**config.mk**
```make
export PLATFORM = sky130hd
export DESIGN_NAME = ortx_top
export DESIGN_NICKNAME = d
export VERILOG_FILES = /design/src/common/ortx_pkg.sv /design/src/design/ortx_top.sv
export SDC_FILE = /design/constraint.sdc
export NUM_CORES = 1
export LEC_CHECK = 0
export BUFFER_PORTS_ARGS = -buffer_cell sky130_fd_sc_hd__buf_2
export CORE_MARGIN = 2
export CORE_UTILIZATION = 47
export CTS_BUF_LIST = sky130_fd_sc_hd__clkbuf_8
export CTS_CLUSTER_DIAMETER = 60
export DETAILED_ROUTE_END_ITERATION = 10
export GPL_TIMING_DRIVEN = 0
export PLACE_DENSITY = 0.7
export SKIP_CTS_REPAIR_TIMING = 1
export SYNTH_ARGS = -nofsm -noshare
export SYNTH_HDL_FRONTEND = slang
export SYNTH_SLANG_ARGS = --single-unit
```
**constraint.sdc**
```tcl
create_clock -name clk_sys -period 3.9 [get_ports clk_sys]
set_input_delay 0.78 -clock clk_sys [delete_from_list [all_inputs] [get_ports clk_sys]]
set_output_delay 0.78 -clock clk_sys [all_outputs]
set_load 0.02 [all_outputs]
```
**src/common/ortx_pkg.sv**
```systemverilog
/*
 * shared constants and carrier types of the octal registered bus transceiver.
 * assumes a 32-bit avalon-mm slave with byte addresses and one aligned word per register.
 */
package ortx_pkg;
	// port width and log depth defaults
	localparam int ORTX_PORT_W = 8;
	localparam int ORTX_LOG_DEPTH = 4;
	// register byte offsets
	localparam logic [3:0] ORTX_CTRL_OFF = 4'h0;
	localparam logic [3:0] ORTX_STAT_OFF = 4'h4;
	localparam logic [3:0] ORTX_LOG_OFF = 4'h8;
	localparam logic [3:0] ORTX_STORE_OFF = 4'hc;
	// control field positions and reset value
	localparam int ORTX_CTRL_LOG_A_BIT = 0;
	localparam int ORTX_CTRL_LOG_B_BIT = 1;
	localparam logic [1:0] ORTX_CTRL_RST = 2'h0;
	// status field positions
	localparam int ORTX_STAT_OVF_BIT = 0;
	localparam int ORTX_STAT_NEMPTY_BIT = 1;
	localparam int ORTX_STAT_A_OE_BIT = 2;
	localparam int ORTX_STAT_B_OE_BIT = 3;
	localparam int ORTX_STAT_A_LIVE_POS = 8;
	localparam int ORTX_STAT_B_LIVE_POS = 16;
	// log word field positions
	localparam int ORTX_LOG_B_POS = 8;
	localparam int ORTX_LOG_A_HIT_BIT = 16;
	localparam int ORTX_LOG_B_HIT_BIT = 17;
	localparam int ORTX_LOG_VALID_BIT = 18;
	// store word field positions
	localparam int ORTX_STORE_B_POS = 8;

	// pin-level control of the transceiver
	typedef struct packed {
		logic a_to_b_drive_enable;
		logic b_to_a_drive_enable_n;
		logic b_side_source_select;
		logic a_side_source_select;
	} ortx_ctrl_t;

	// one capture event as kept in the log
	typedef struct packed {
		logic b_hit;
		logic a_hit;
		logic [ORTX_PORT_W-1:0] b_val;
		logic [ORTX_PORT_W-1:0] a_val;
	} ortx_log_t;
	localparam int ORTX_LOG_W = $bits(ortx_log_t);
endpackage

```
**src/design/ortx_top.sv**
```systemverilog
/*
 * octal registered bus transceiver with an avalon-mm capture log.
// Contract
// - two bidirectional eight-bit ports A and B, each with storage and tristate drive
// - rising capture clock loads its port value into that port's register
// - capture happens whatever the selects and enables are
// - port terminals are always sampled, even while the port drives
// - A-to-B enable low and B-to-A enable_n high isolate both ports
// - select low picks live opposite bus, high picks stored register
// - A-to-B enabled, B select low: B driven with inverted live A
// - B-to-A enabled, A select low: A driven with inverted live B
// - A-to-B enabled, B select high: B driven with inverted A register
// - B-to-A enabled, A select high: A driven with inverted B register
// - both enabled, both selects high: both ports driven from stored registers
// - driving B from A, both clocks: B register takes the driven B value
// - driving A from B, both clocks: A register takes the driven A value
// - both live and both enabled: outputs reinforce inputs and hold state
// - B drive depends only on A-to-B enable, A drive only on its enable
 * assumes all pins synchronous to clk_sys; the bus wire values come back on *_in.
 */
`timescale 1ns/1ps

// small flip-flop fifo, valid/ready on both sides
module ortx_fifo #(
	parameter int WIDTH = 18,
	parameter int DEPTH = 4
) (
	// clock and reset
	input wire logic clk_sys,
	input wire logic rst,
	input wire logic ce,
	// fill side
	input wire logic in_valid,
	output logic in_ready,
	input wire logic [WIDTH-1:0] in_data,
	// drain side
	output logic out_valid,
	input wire logic out_ready,
	output logic [WIDTH-1:0] out_data
);
	localparam int PW = $clog2(DEPTH);
	logic [WIDTH-1:0] mem_reg [DEPTH];
	logic [WIDTH-1:0] mem_next [DEPTH];
	logic [PW-1:0] wr_reg, wr_next, rd_reg, rd_next;
	logic [PW:0] cnt_reg, cnt_next;
	logic push, pop;

	function automatic logic [PW-1:0] ptr_inc(input logic [PW-1:0] p);
		ptr_inc = (p == PW'(DEPTH - 1)) ? '0 : p + 1'b1;
	endfunction

	// honest flags straight from the count
	assign in_ready = (cnt_reg != (PW+1)'(DEPTH));
	assign out_valid = (cnt_reg != '0);
	assign out_data = mem_reg[rd_reg];
	assign push = in_valid && in_ready && ce;
	assign pop = out_valid && out_ready && ce;

	// next pointers, count and storage
	always_comb begin
		mem_next = mem_reg;
		wr_next = wr_reg;
		rd_next = rd_reg;
		cnt_next = cnt_reg;
		if (push) begin
			mem_next[wr_reg] = in_data;
			wr_next = ptr_inc(wr_reg);
		end
		if (pop) begin
			rd_next = ptr_inc(rd_reg);
		end
		if (push && !pop) begin
			cnt_next = cnt_reg + 1'b1;
		end else if (pop && !push) begin
			cnt_next = cnt_reg - 1'b1;
		end
	end

	// storage needs no reset; only the pointers and the count define content
	always_ff @(posedge clk_sys) begin
		mem_reg <= mem_next;
	end

	always_ff @(posedge clk_sys or posedge rst) begin
		if (rst) begin
			wr_reg <= '0;
			rd_reg <= '0;
			cnt_reg <= '0;
		end else begin
			wr_reg <= wr_next;
			rd_reg <= rd_next;
			cnt_reg <= cnt_next;
		end
	end
endmodule

////////////////////////////////////////////////////////////////////////////////

module ortx_top #(
	parameter int PORT_W = ortx_pkg::ORTX_PORT_W,
	parameter int LOG_DEPTH = ortx_pkg::ORTX_LOG_DEPTH
) (
	// clock, reset, enable
	input wire logic clk_sys,
	input wire logic rst,
	input wire logic ce,
	// transceiver control pins
	input wire ortx_pkg::ortx_ctrl_t ctrl_pins,
	input wire logic a_capture_clock,
	input wire logic b_capture_clock,
	// port A as three signals
	input wire logic [PORT_W-1:0] a_in,
	output logic [PORT_W-1:0] a_out,
	output logic a_oe,
	// port B as three signals
	input wire logic [PORT_W-1:0] b_in,
	output logic [PORT_W-1:0] b_out,
	output logic b_oe,
	// capture log back-pressure
	output logic log_ready,
	// avalon-mm slave
	input wire logic [3:0] avs_address,
	input wire logic avs_read,
	input wire logic avs_write,
	input wire logic [31:0] avs_writedata,
	output logic [31:0] avs_readdata,
	output logic avs_waitrequest
);
	import ortx_pkg::*;

	////////////////////////////////////////////////////////////////////////
	// transceiver state
	logic [PORT_W-1:0] a_store_reg, a_store_next;
	logic [PORT_W-1:0] b_store_reg, b_store_next;
	logic a_clk_prev_reg, a_clk_prev_next;
	logic b_clk_prev_reg, b_clk_prev_next;
	logic [PORT_W-1:0] a_out_reg, a_out_next, b_out_reg, b_out_next;
	logic a_oe_reg, a_oe_next, b_oe_reg, b_oe_next;
	logic a_rise, b_rise;

	// register bus state
	logic [1:0] ctrl_reg, ctrl_next;
	logic ovf_reg, ovf_next;
	logic wait_reg, wait_next;
	logic [31:0] rdata_reg, rdata_next;
	logic log_ready_reg, log_ready_next;

	// log fifo wiring
	ortx_log_t log_in, log_out;
	logic log_in_valid, log_in_ready, log_out_valid, log_pop;
	logic bus_req, bus_take;

	assign a_rise = ce && a_capture_clock && !a_clk_prev_reg;
	assign b_rise = ce && b_capture_clock && !b_clk_prev_reg;

	// inverted data path shared by both directions
	function automatic logic [PORT_W-1:0] drive_value(input logic stored_sel,
		input logic [PORT_W-1:0] stored, input logic [PORT_W-1:0] live);
		drive_value = stored_sel ? ~stored : ~live;
	endfunction

	////////////////////////////////////////////////////////////////////////
	// capture and drive: next values
	always_comb begin
		a_store_next = a_store_reg;
		b_store_next = b_store_reg;
		a_clk_prev_next = a_clk_prev_reg;
		b_clk_prev_next = b_clk_prev_reg;
		a_out_next = a_out_reg;
		b_out_next = b_out_reg;
		a_oe_next = a_oe_reg;
		b_oe_next = b_oe_reg;
		if (ce) begin
			a_clk_prev_next = a_capture_clock;
			b_clk_prev_next = b_capture_clock;
			// terminal value, own drive included, whatever the controls say
			if (a_rise) begin
				a_store_next = a_in;
			end
			if (b_rise) begin
				b_store_next = b_in;
			end
			// each side's drive follows only its own enable
			b_oe_next = ctrl_pins.a_to_b_drive_enable;
			a_oe_next = !ctrl_pins.b_to_a_drive_enable_n;
			b_out_next = drive_value(ctrl_pins.b_side_source_select,
				a_store_reg, a_in);
			a_out_next = drive_value(ctrl_pins.a_side_source_select,
				b_store_reg, b_in);
			// in live mode with both enabled a=~b and b=~a agree, so the loop holds
			// its state once other drivers release the wires
		end
	end

	// stored data has no reset: contents stay undefined after power-up
	always_ff @(posedge clk_sys) begin
		a_store_reg <= a_store_next;
		b_store_reg <= b_store_next;
		a_out_reg <= a_out_next;
		b_out_reg <= b_out_next;
	end

	// enables and edge detectors reset to isolation
	always_ff @(posedge clk_sys or posedge rst) begin
		if (rst) begin
			a_clk_prev_reg <= 1'b1;
			b_clk_prev_reg <= 1'b1;
			a_oe_reg <= 1'b0;
			b_oe_reg <= 1'b0;
		end else begin
			a_clk_prev_reg <= a_clk_prev_next;
			b_clk_prev_reg <= b_clk_prev_next;
			a_oe_reg <= a_oe_next;
			b_oe_reg <= b_oe_next;
		end
	end

	assign a_out = a_out_reg;
	assign b_out = b_out_reg;
	assign a_oe = a_oe_reg;
	assign b_oe = b_oe_reg;

	////////////////////////////////////////////////////////////////////////
	// capture log: one entry per cycle holding both ports' events
	assign log_in.a_hit = a_rise && ctrl_reg[ORTX_CTRL_LOG_A_BIT];
	assign log_in.b_hit = b_rise && ctrl_reg[ORTX_CTRL_LOG_B_BIT];
	assign log_in.a_val = a_in;
	assign log_in.b_val = b_in;
	assign log_in_valid = log_in.a_hit || log_in.b_hit;

	ortx_fifo #(
		.WIDTH(ORTX_LOG_W),
		.DEPTH(LOG_DEPTH)
	) u_log (
		.clk_sys(clk_sys),
		.rst(rst),
		.ce(ce),
		.in_valid(log_in_valid),
		.in_ready(log_in_ready),
		.in_data(log_in),
		.out_valid(log_out_valid),
		.out_ready(log_pop),
		.out_data(log_out)
	);

	////////////////////////////////////////////////////////////////////////
	// avalon slave: answer one cycle after the request, act on the taken edge
	assign bus_req = avs_read || avs_write;
	assign bus_take = bus_req && !wait_reg && ce;
	assign log_pop = bus_take && avs_read && (avs_address == ORTX_LOG_OFF);

	always_comb begin
		ctrl_next = ctrl_reg;
		ovf_next = ovf_reg;
		wait_next = wait_reg;
		rdata_next = rdata_reg;
		log_ready_next = log_ready_reg;
		if (ce) begin
			log_ready_next = log_in_ready;
			wait_next = !(bus_req && wait_reg);
			if (bus_req && wait_reg) begin
				rdata_next = 32'h0000_0000;
				if (avs_address == ORTX_CTRL_OFF) begin
					rdata_next[1:0] = ctrl_reg;
				end else if (avs_address == ORTX_STAT_OFF) begin
					rdata_next[ORTX_STAT_OVF_BIT] = ovf_reg;
					rdata_next[ORTX_STAT_NEMPTY_BIT] = log_out_valid;
					rdata_next[ORTX_STAT_A_OE_BIT] = a_oe_reg;
					rdata_next[ORTX_STAT_B_OE_BIT] = b_oe_reg;
					rdata_next[ORTX_STAT_A_LIVE_POS +: PORT_W] = a_in;
					rdata_next[ORTX_STAT_B_LIVE_POS +: PORT_W] = b_in;
				end else if (avs_address == ORTX_LOG_OFF) begin
					rdata_next[PORT_W-1:0] = log_out.a_val;
					rdata_next[ORTX_LOG_B_POS +: PORT_W] = log_out.b_val;
					rdata_next[ORTX_LOG_A_HIT_BIT] = log_out.a_hit;
					rdata_next[ORTX_LOG_B_HIT_BIT] = log_out.b_hit;
					rdata_next[ORTX_LOG_VALID_BIT] = log_out_valid;
				end else if (avs_address == ORTX_STORE_OFF) begin
					rdata_next[PORT_W-1:0] = a_store_reg;
					rdata_next[ORTX_STORE_B_POS +: PORT_W] = b_store_reg;
				end
			end
			// write-one clears overflow; a fresh loss in the same cycle wins
			if (bus_take && avs_write && avs_address == ORTX_CTRL_OFF) begin
				ctrl_next = avs_writedata[1:0];
			end
			if (bus_take && avs_write && avs_address == ORTX_STAT_OFF
				&& avs_writedata[ORTX_STAT_OVF_BIT]) begin
				ovf_next = 1'b0;
			end
			if (log_in_valid && !log_in_ready) begin
				ovf_next = 1'b1;
			end
		end
	end

	always_ff @(posedge clk_sys or posedge rst) begin
		if (rst) begin
			ctrl_reg <= ORTX_CTRL_RST;
			ovf_reg <= 1'b0;
			wait_reg <= 1'b1;
			rdata_reg <= 32'h0000_0000;
			log_ready_reg <= 1'b1;
		end else begin
			ctrl_reg <= ctrl_next;
			ovf_reg <= ovf_next;
			wait_reg <= wait_next;
			rdata_reg <= rdata_next;
			log_ready_reg <= log_ready_next;
		end
	end

	assign avs_readdata = rdata_reg;
	assign avs_waitrequest = wait_reg;
	assign log_ready = log_ready_reg;
endmodule

```
==> flow_metrics.py <==
metrics = {
    "clock_network": {
        "clock-sinks": 144,
        "clk_path_buf_depth": 2,
        "clkTransAtPathRegs_ns": 0.08,
        "clk_latency_ns": 0.44,
        "cts_made_buffers": 17,
        "cts-root-buf": "clkbuf_8",
        "cts_tree": "done",
        "htreeDepth": 4,
    },
    "finish": {
        "largest_register_ffs": 72,
        "layout_common_cells": "edfxtp_1, buf_2, mux2i_1",
        "antenna_cells": 0,
        "regArea_mm2": 0.00413,
        "design_area_mm2": 0.00703,
        "drive_above_1_share_pct": 31.1,
        "multi_input_area_mm2": 0.00168,
        "finalNetCount": 558,
        "final_common_cell": "edfxtp_1",
        "fin_cells": 673,
        "fillCellCount": 1046,
        "area_delta_synth_final_pct": 17.9,
    },
    "detailed_routing": {
        "routedWlPerCell_um": 19.9,
        "num_vias": 3587,
        "viasPerCell": 5.33,
        "postRouteAntennaNets": 0,
        "drcViolationCount": 0,
        "routed.top_layer": "met4",
        "first_pass_iters": 4,
        "finalWirelength_um": 13400,
        "drtIter0Drc": 246,
        "wl_met1_um": 5680,
        "routed-wl-met2_um": 7020,
        "wl_met3_um": 571,
    },
    "worst_setup_path": {
        "path_max_fanout": 21,
        "cp.arrival_ns": 3.24,
        "worstSetupStartpointType": "input pin",
        "worst_ep_required_time_ns": 3.96,
        "worst_setup_path_end_kind": "flop",
        "criticalPathCategory": "input pin to flop",
    },
    "placement": {
        "io_buffers": 73,
        "hpwlAfterDp_um": 9020,
        "dp_slack_ns": 0.224,
        "dp_cells": 641,
        "placed_cell_area_mm2": 0.00659,
        "place_congestion": 0.791,
    },
    "global_routing": {
        "grt_max_degree": 37,
        "grt_antenna_before_repair": 0,
        "grt-ovfl-total": 0,
        "grt_pass1_vias": 3707,
        "grt_use_total_pct": 21.0,
        "grt_first_pass_wirelength_um": 20500,
    },
    "sta": {
        "fin_tns_setup_ns": 0,
        "clock_skew_ns": 0.00739,
        "finalCritPeriodShare_pct": 81.6,
        "period_minus_slack_ns": 3.18,
        "grt_setup_unrepaired": "false",
        "finalSetupViolations": 0,
        "max-slew-margin-rel_pct": 28.5,
        "whs_ns": 0.206,
        "drv_slew": 0,
        "setup_ws_ns": 0.717,
        "tightest_slew_ns": 1.07,
        "fmax_mhz": 314,
        "finalHoldViolations": 0,
    },
    "floorplan": {
        "die_h_um": 117,
        "die_area_mm2": 0.0136,
        "io_pins": 115,
        "start_util_pct": 47.6,
        "die_w_um": 117,
        "coreArea_mm2": 0.0125,
        "num_rows": 41,
    },
    "logic_synthesis": {
        "synth_flop_cell": "edfxtp_1",
        "synthArstFlopShare_pct": 27.8,
        "synth_area_per_cell_um2": 15.4,
        "synth_area_mm2": 0.00596,
        "ys.warnings.count": 0,
        "synth_top_area_cell": "edfxtp_1",
        "syn_inst": 388,
        "yosysSeqAreaShare_pct": 69.3,
        "synth_seq_cells": 144,
        "synth.area.top_cells": "edfxtp_1, dfrtp_1, mux2i_1",
        "synth_edf_count": 104,
        "synth.distinct_cells": 47,
        "synth_top_area_share_pct": 52.4,
    },
    "power": {
        "p_leak_uw": 0.00278,
        "peakVddDrop_mv": 0.243,
        "cellPowerDensity_mw_per_mm2": 502,
    },
    "job": {
        "cap_violations": 0,
    },
    "run_status": {
        "status": "completed",
    },
    "min_path": {
        "hp-class": "input pin to async pin",
    },
}
where the power goes:
| part | total (uW) | internal (uW) | switching [uW] | leakage, uW |
|---|---|---|---|---|
| Clock | 1300 | 711 | 585 | 0.000207 |
| Combinational | 428 | 170 | 259 | 0.00109 |
| Sequential | 1800 | 1730 | 65.6 | 0.00149 |
Yosys cell counts, types with 2 or more instances:
cell,instances
mux2i_1,42
edfxtp_1,104
nor3b_1,3
o21ai_0,11
o41ai_2,9
and2_1,4
buf_2,6
nor2_1,30
dfstp_2,4
nor3_1,2
nand2_1,29
xor2_1,2
buf_4,10
clkbuf_1,9
mux4_2,7
a22o_1,5
mux2_2,9
inv_1,7
nand2b_1,3
ha_1,6
a21oi_1,14
dfrtp_1,36
a22oi_1,2
o22ai_1,11
cells by family after synthesis:
kind of cell | share of synthesized area, %
other cells | 0.0629
mux | 11.4
compound gates | 7.81
flops | 69.3
xor+xnor | 0.441
fa+ha+maj | 1.60
simple gates | 6.40
buf+inv | 3.02
metal layers:
metal	up-vias	GRT usage (%)
met5	-	0
met4	0	7.29
met3	14	4.83
met2	96	35.3
met1	1832	27.1
li1	1645	-
worst max-delay path: stages:
cell	delay (ns)
buf_2	0.45
nand2_1	0.16
nor3b_1	0.61
o211a_1	0.34
and2_1	0.88
per-stage QoR:
step | power (uW) | utilization [%]
6_report | 3520 | 56.1
5_1_grt | 3660 | 56.1
4_1_cts | 3540 | 56.1
3_5_place_dp | 2270 | 52.6
3_3_place_gp | 2240 | 52.5
2_1_floorplan | 2110 | -
layout make-up:
class	count	area share [%]
sequential	144	58.8
multi-input combinational	217	23.9
timing repair buffer	74	5.49
clock buffer	18	3.53
tap	172	3.06
clock inverter	14	2.71
buffer	27	2.19
inverter	7	0.374
worst paths after layout:
kind                                       from                 to  cells past startpoint  slack, ns
worst min-delay path                        rst   avs_readdata[23]                      2       0.21
worst max-delay path                         ce  u_log.mem_reg[47]                      5       0.72
worst min register to register  avs_readdata[5]    avs_readdata[5]                      2       0.48
max in group asynchronous                   rst    avs_waitrequest                      3       3.20
worst max register to register      ctrl_reg[0]  u_log.mem_reg[47]                      3       1.32
min in group clk_sys            avs_readdata[5]    avs_readdata[5]                      2       0.48
(Power assumes the default switching activity.)
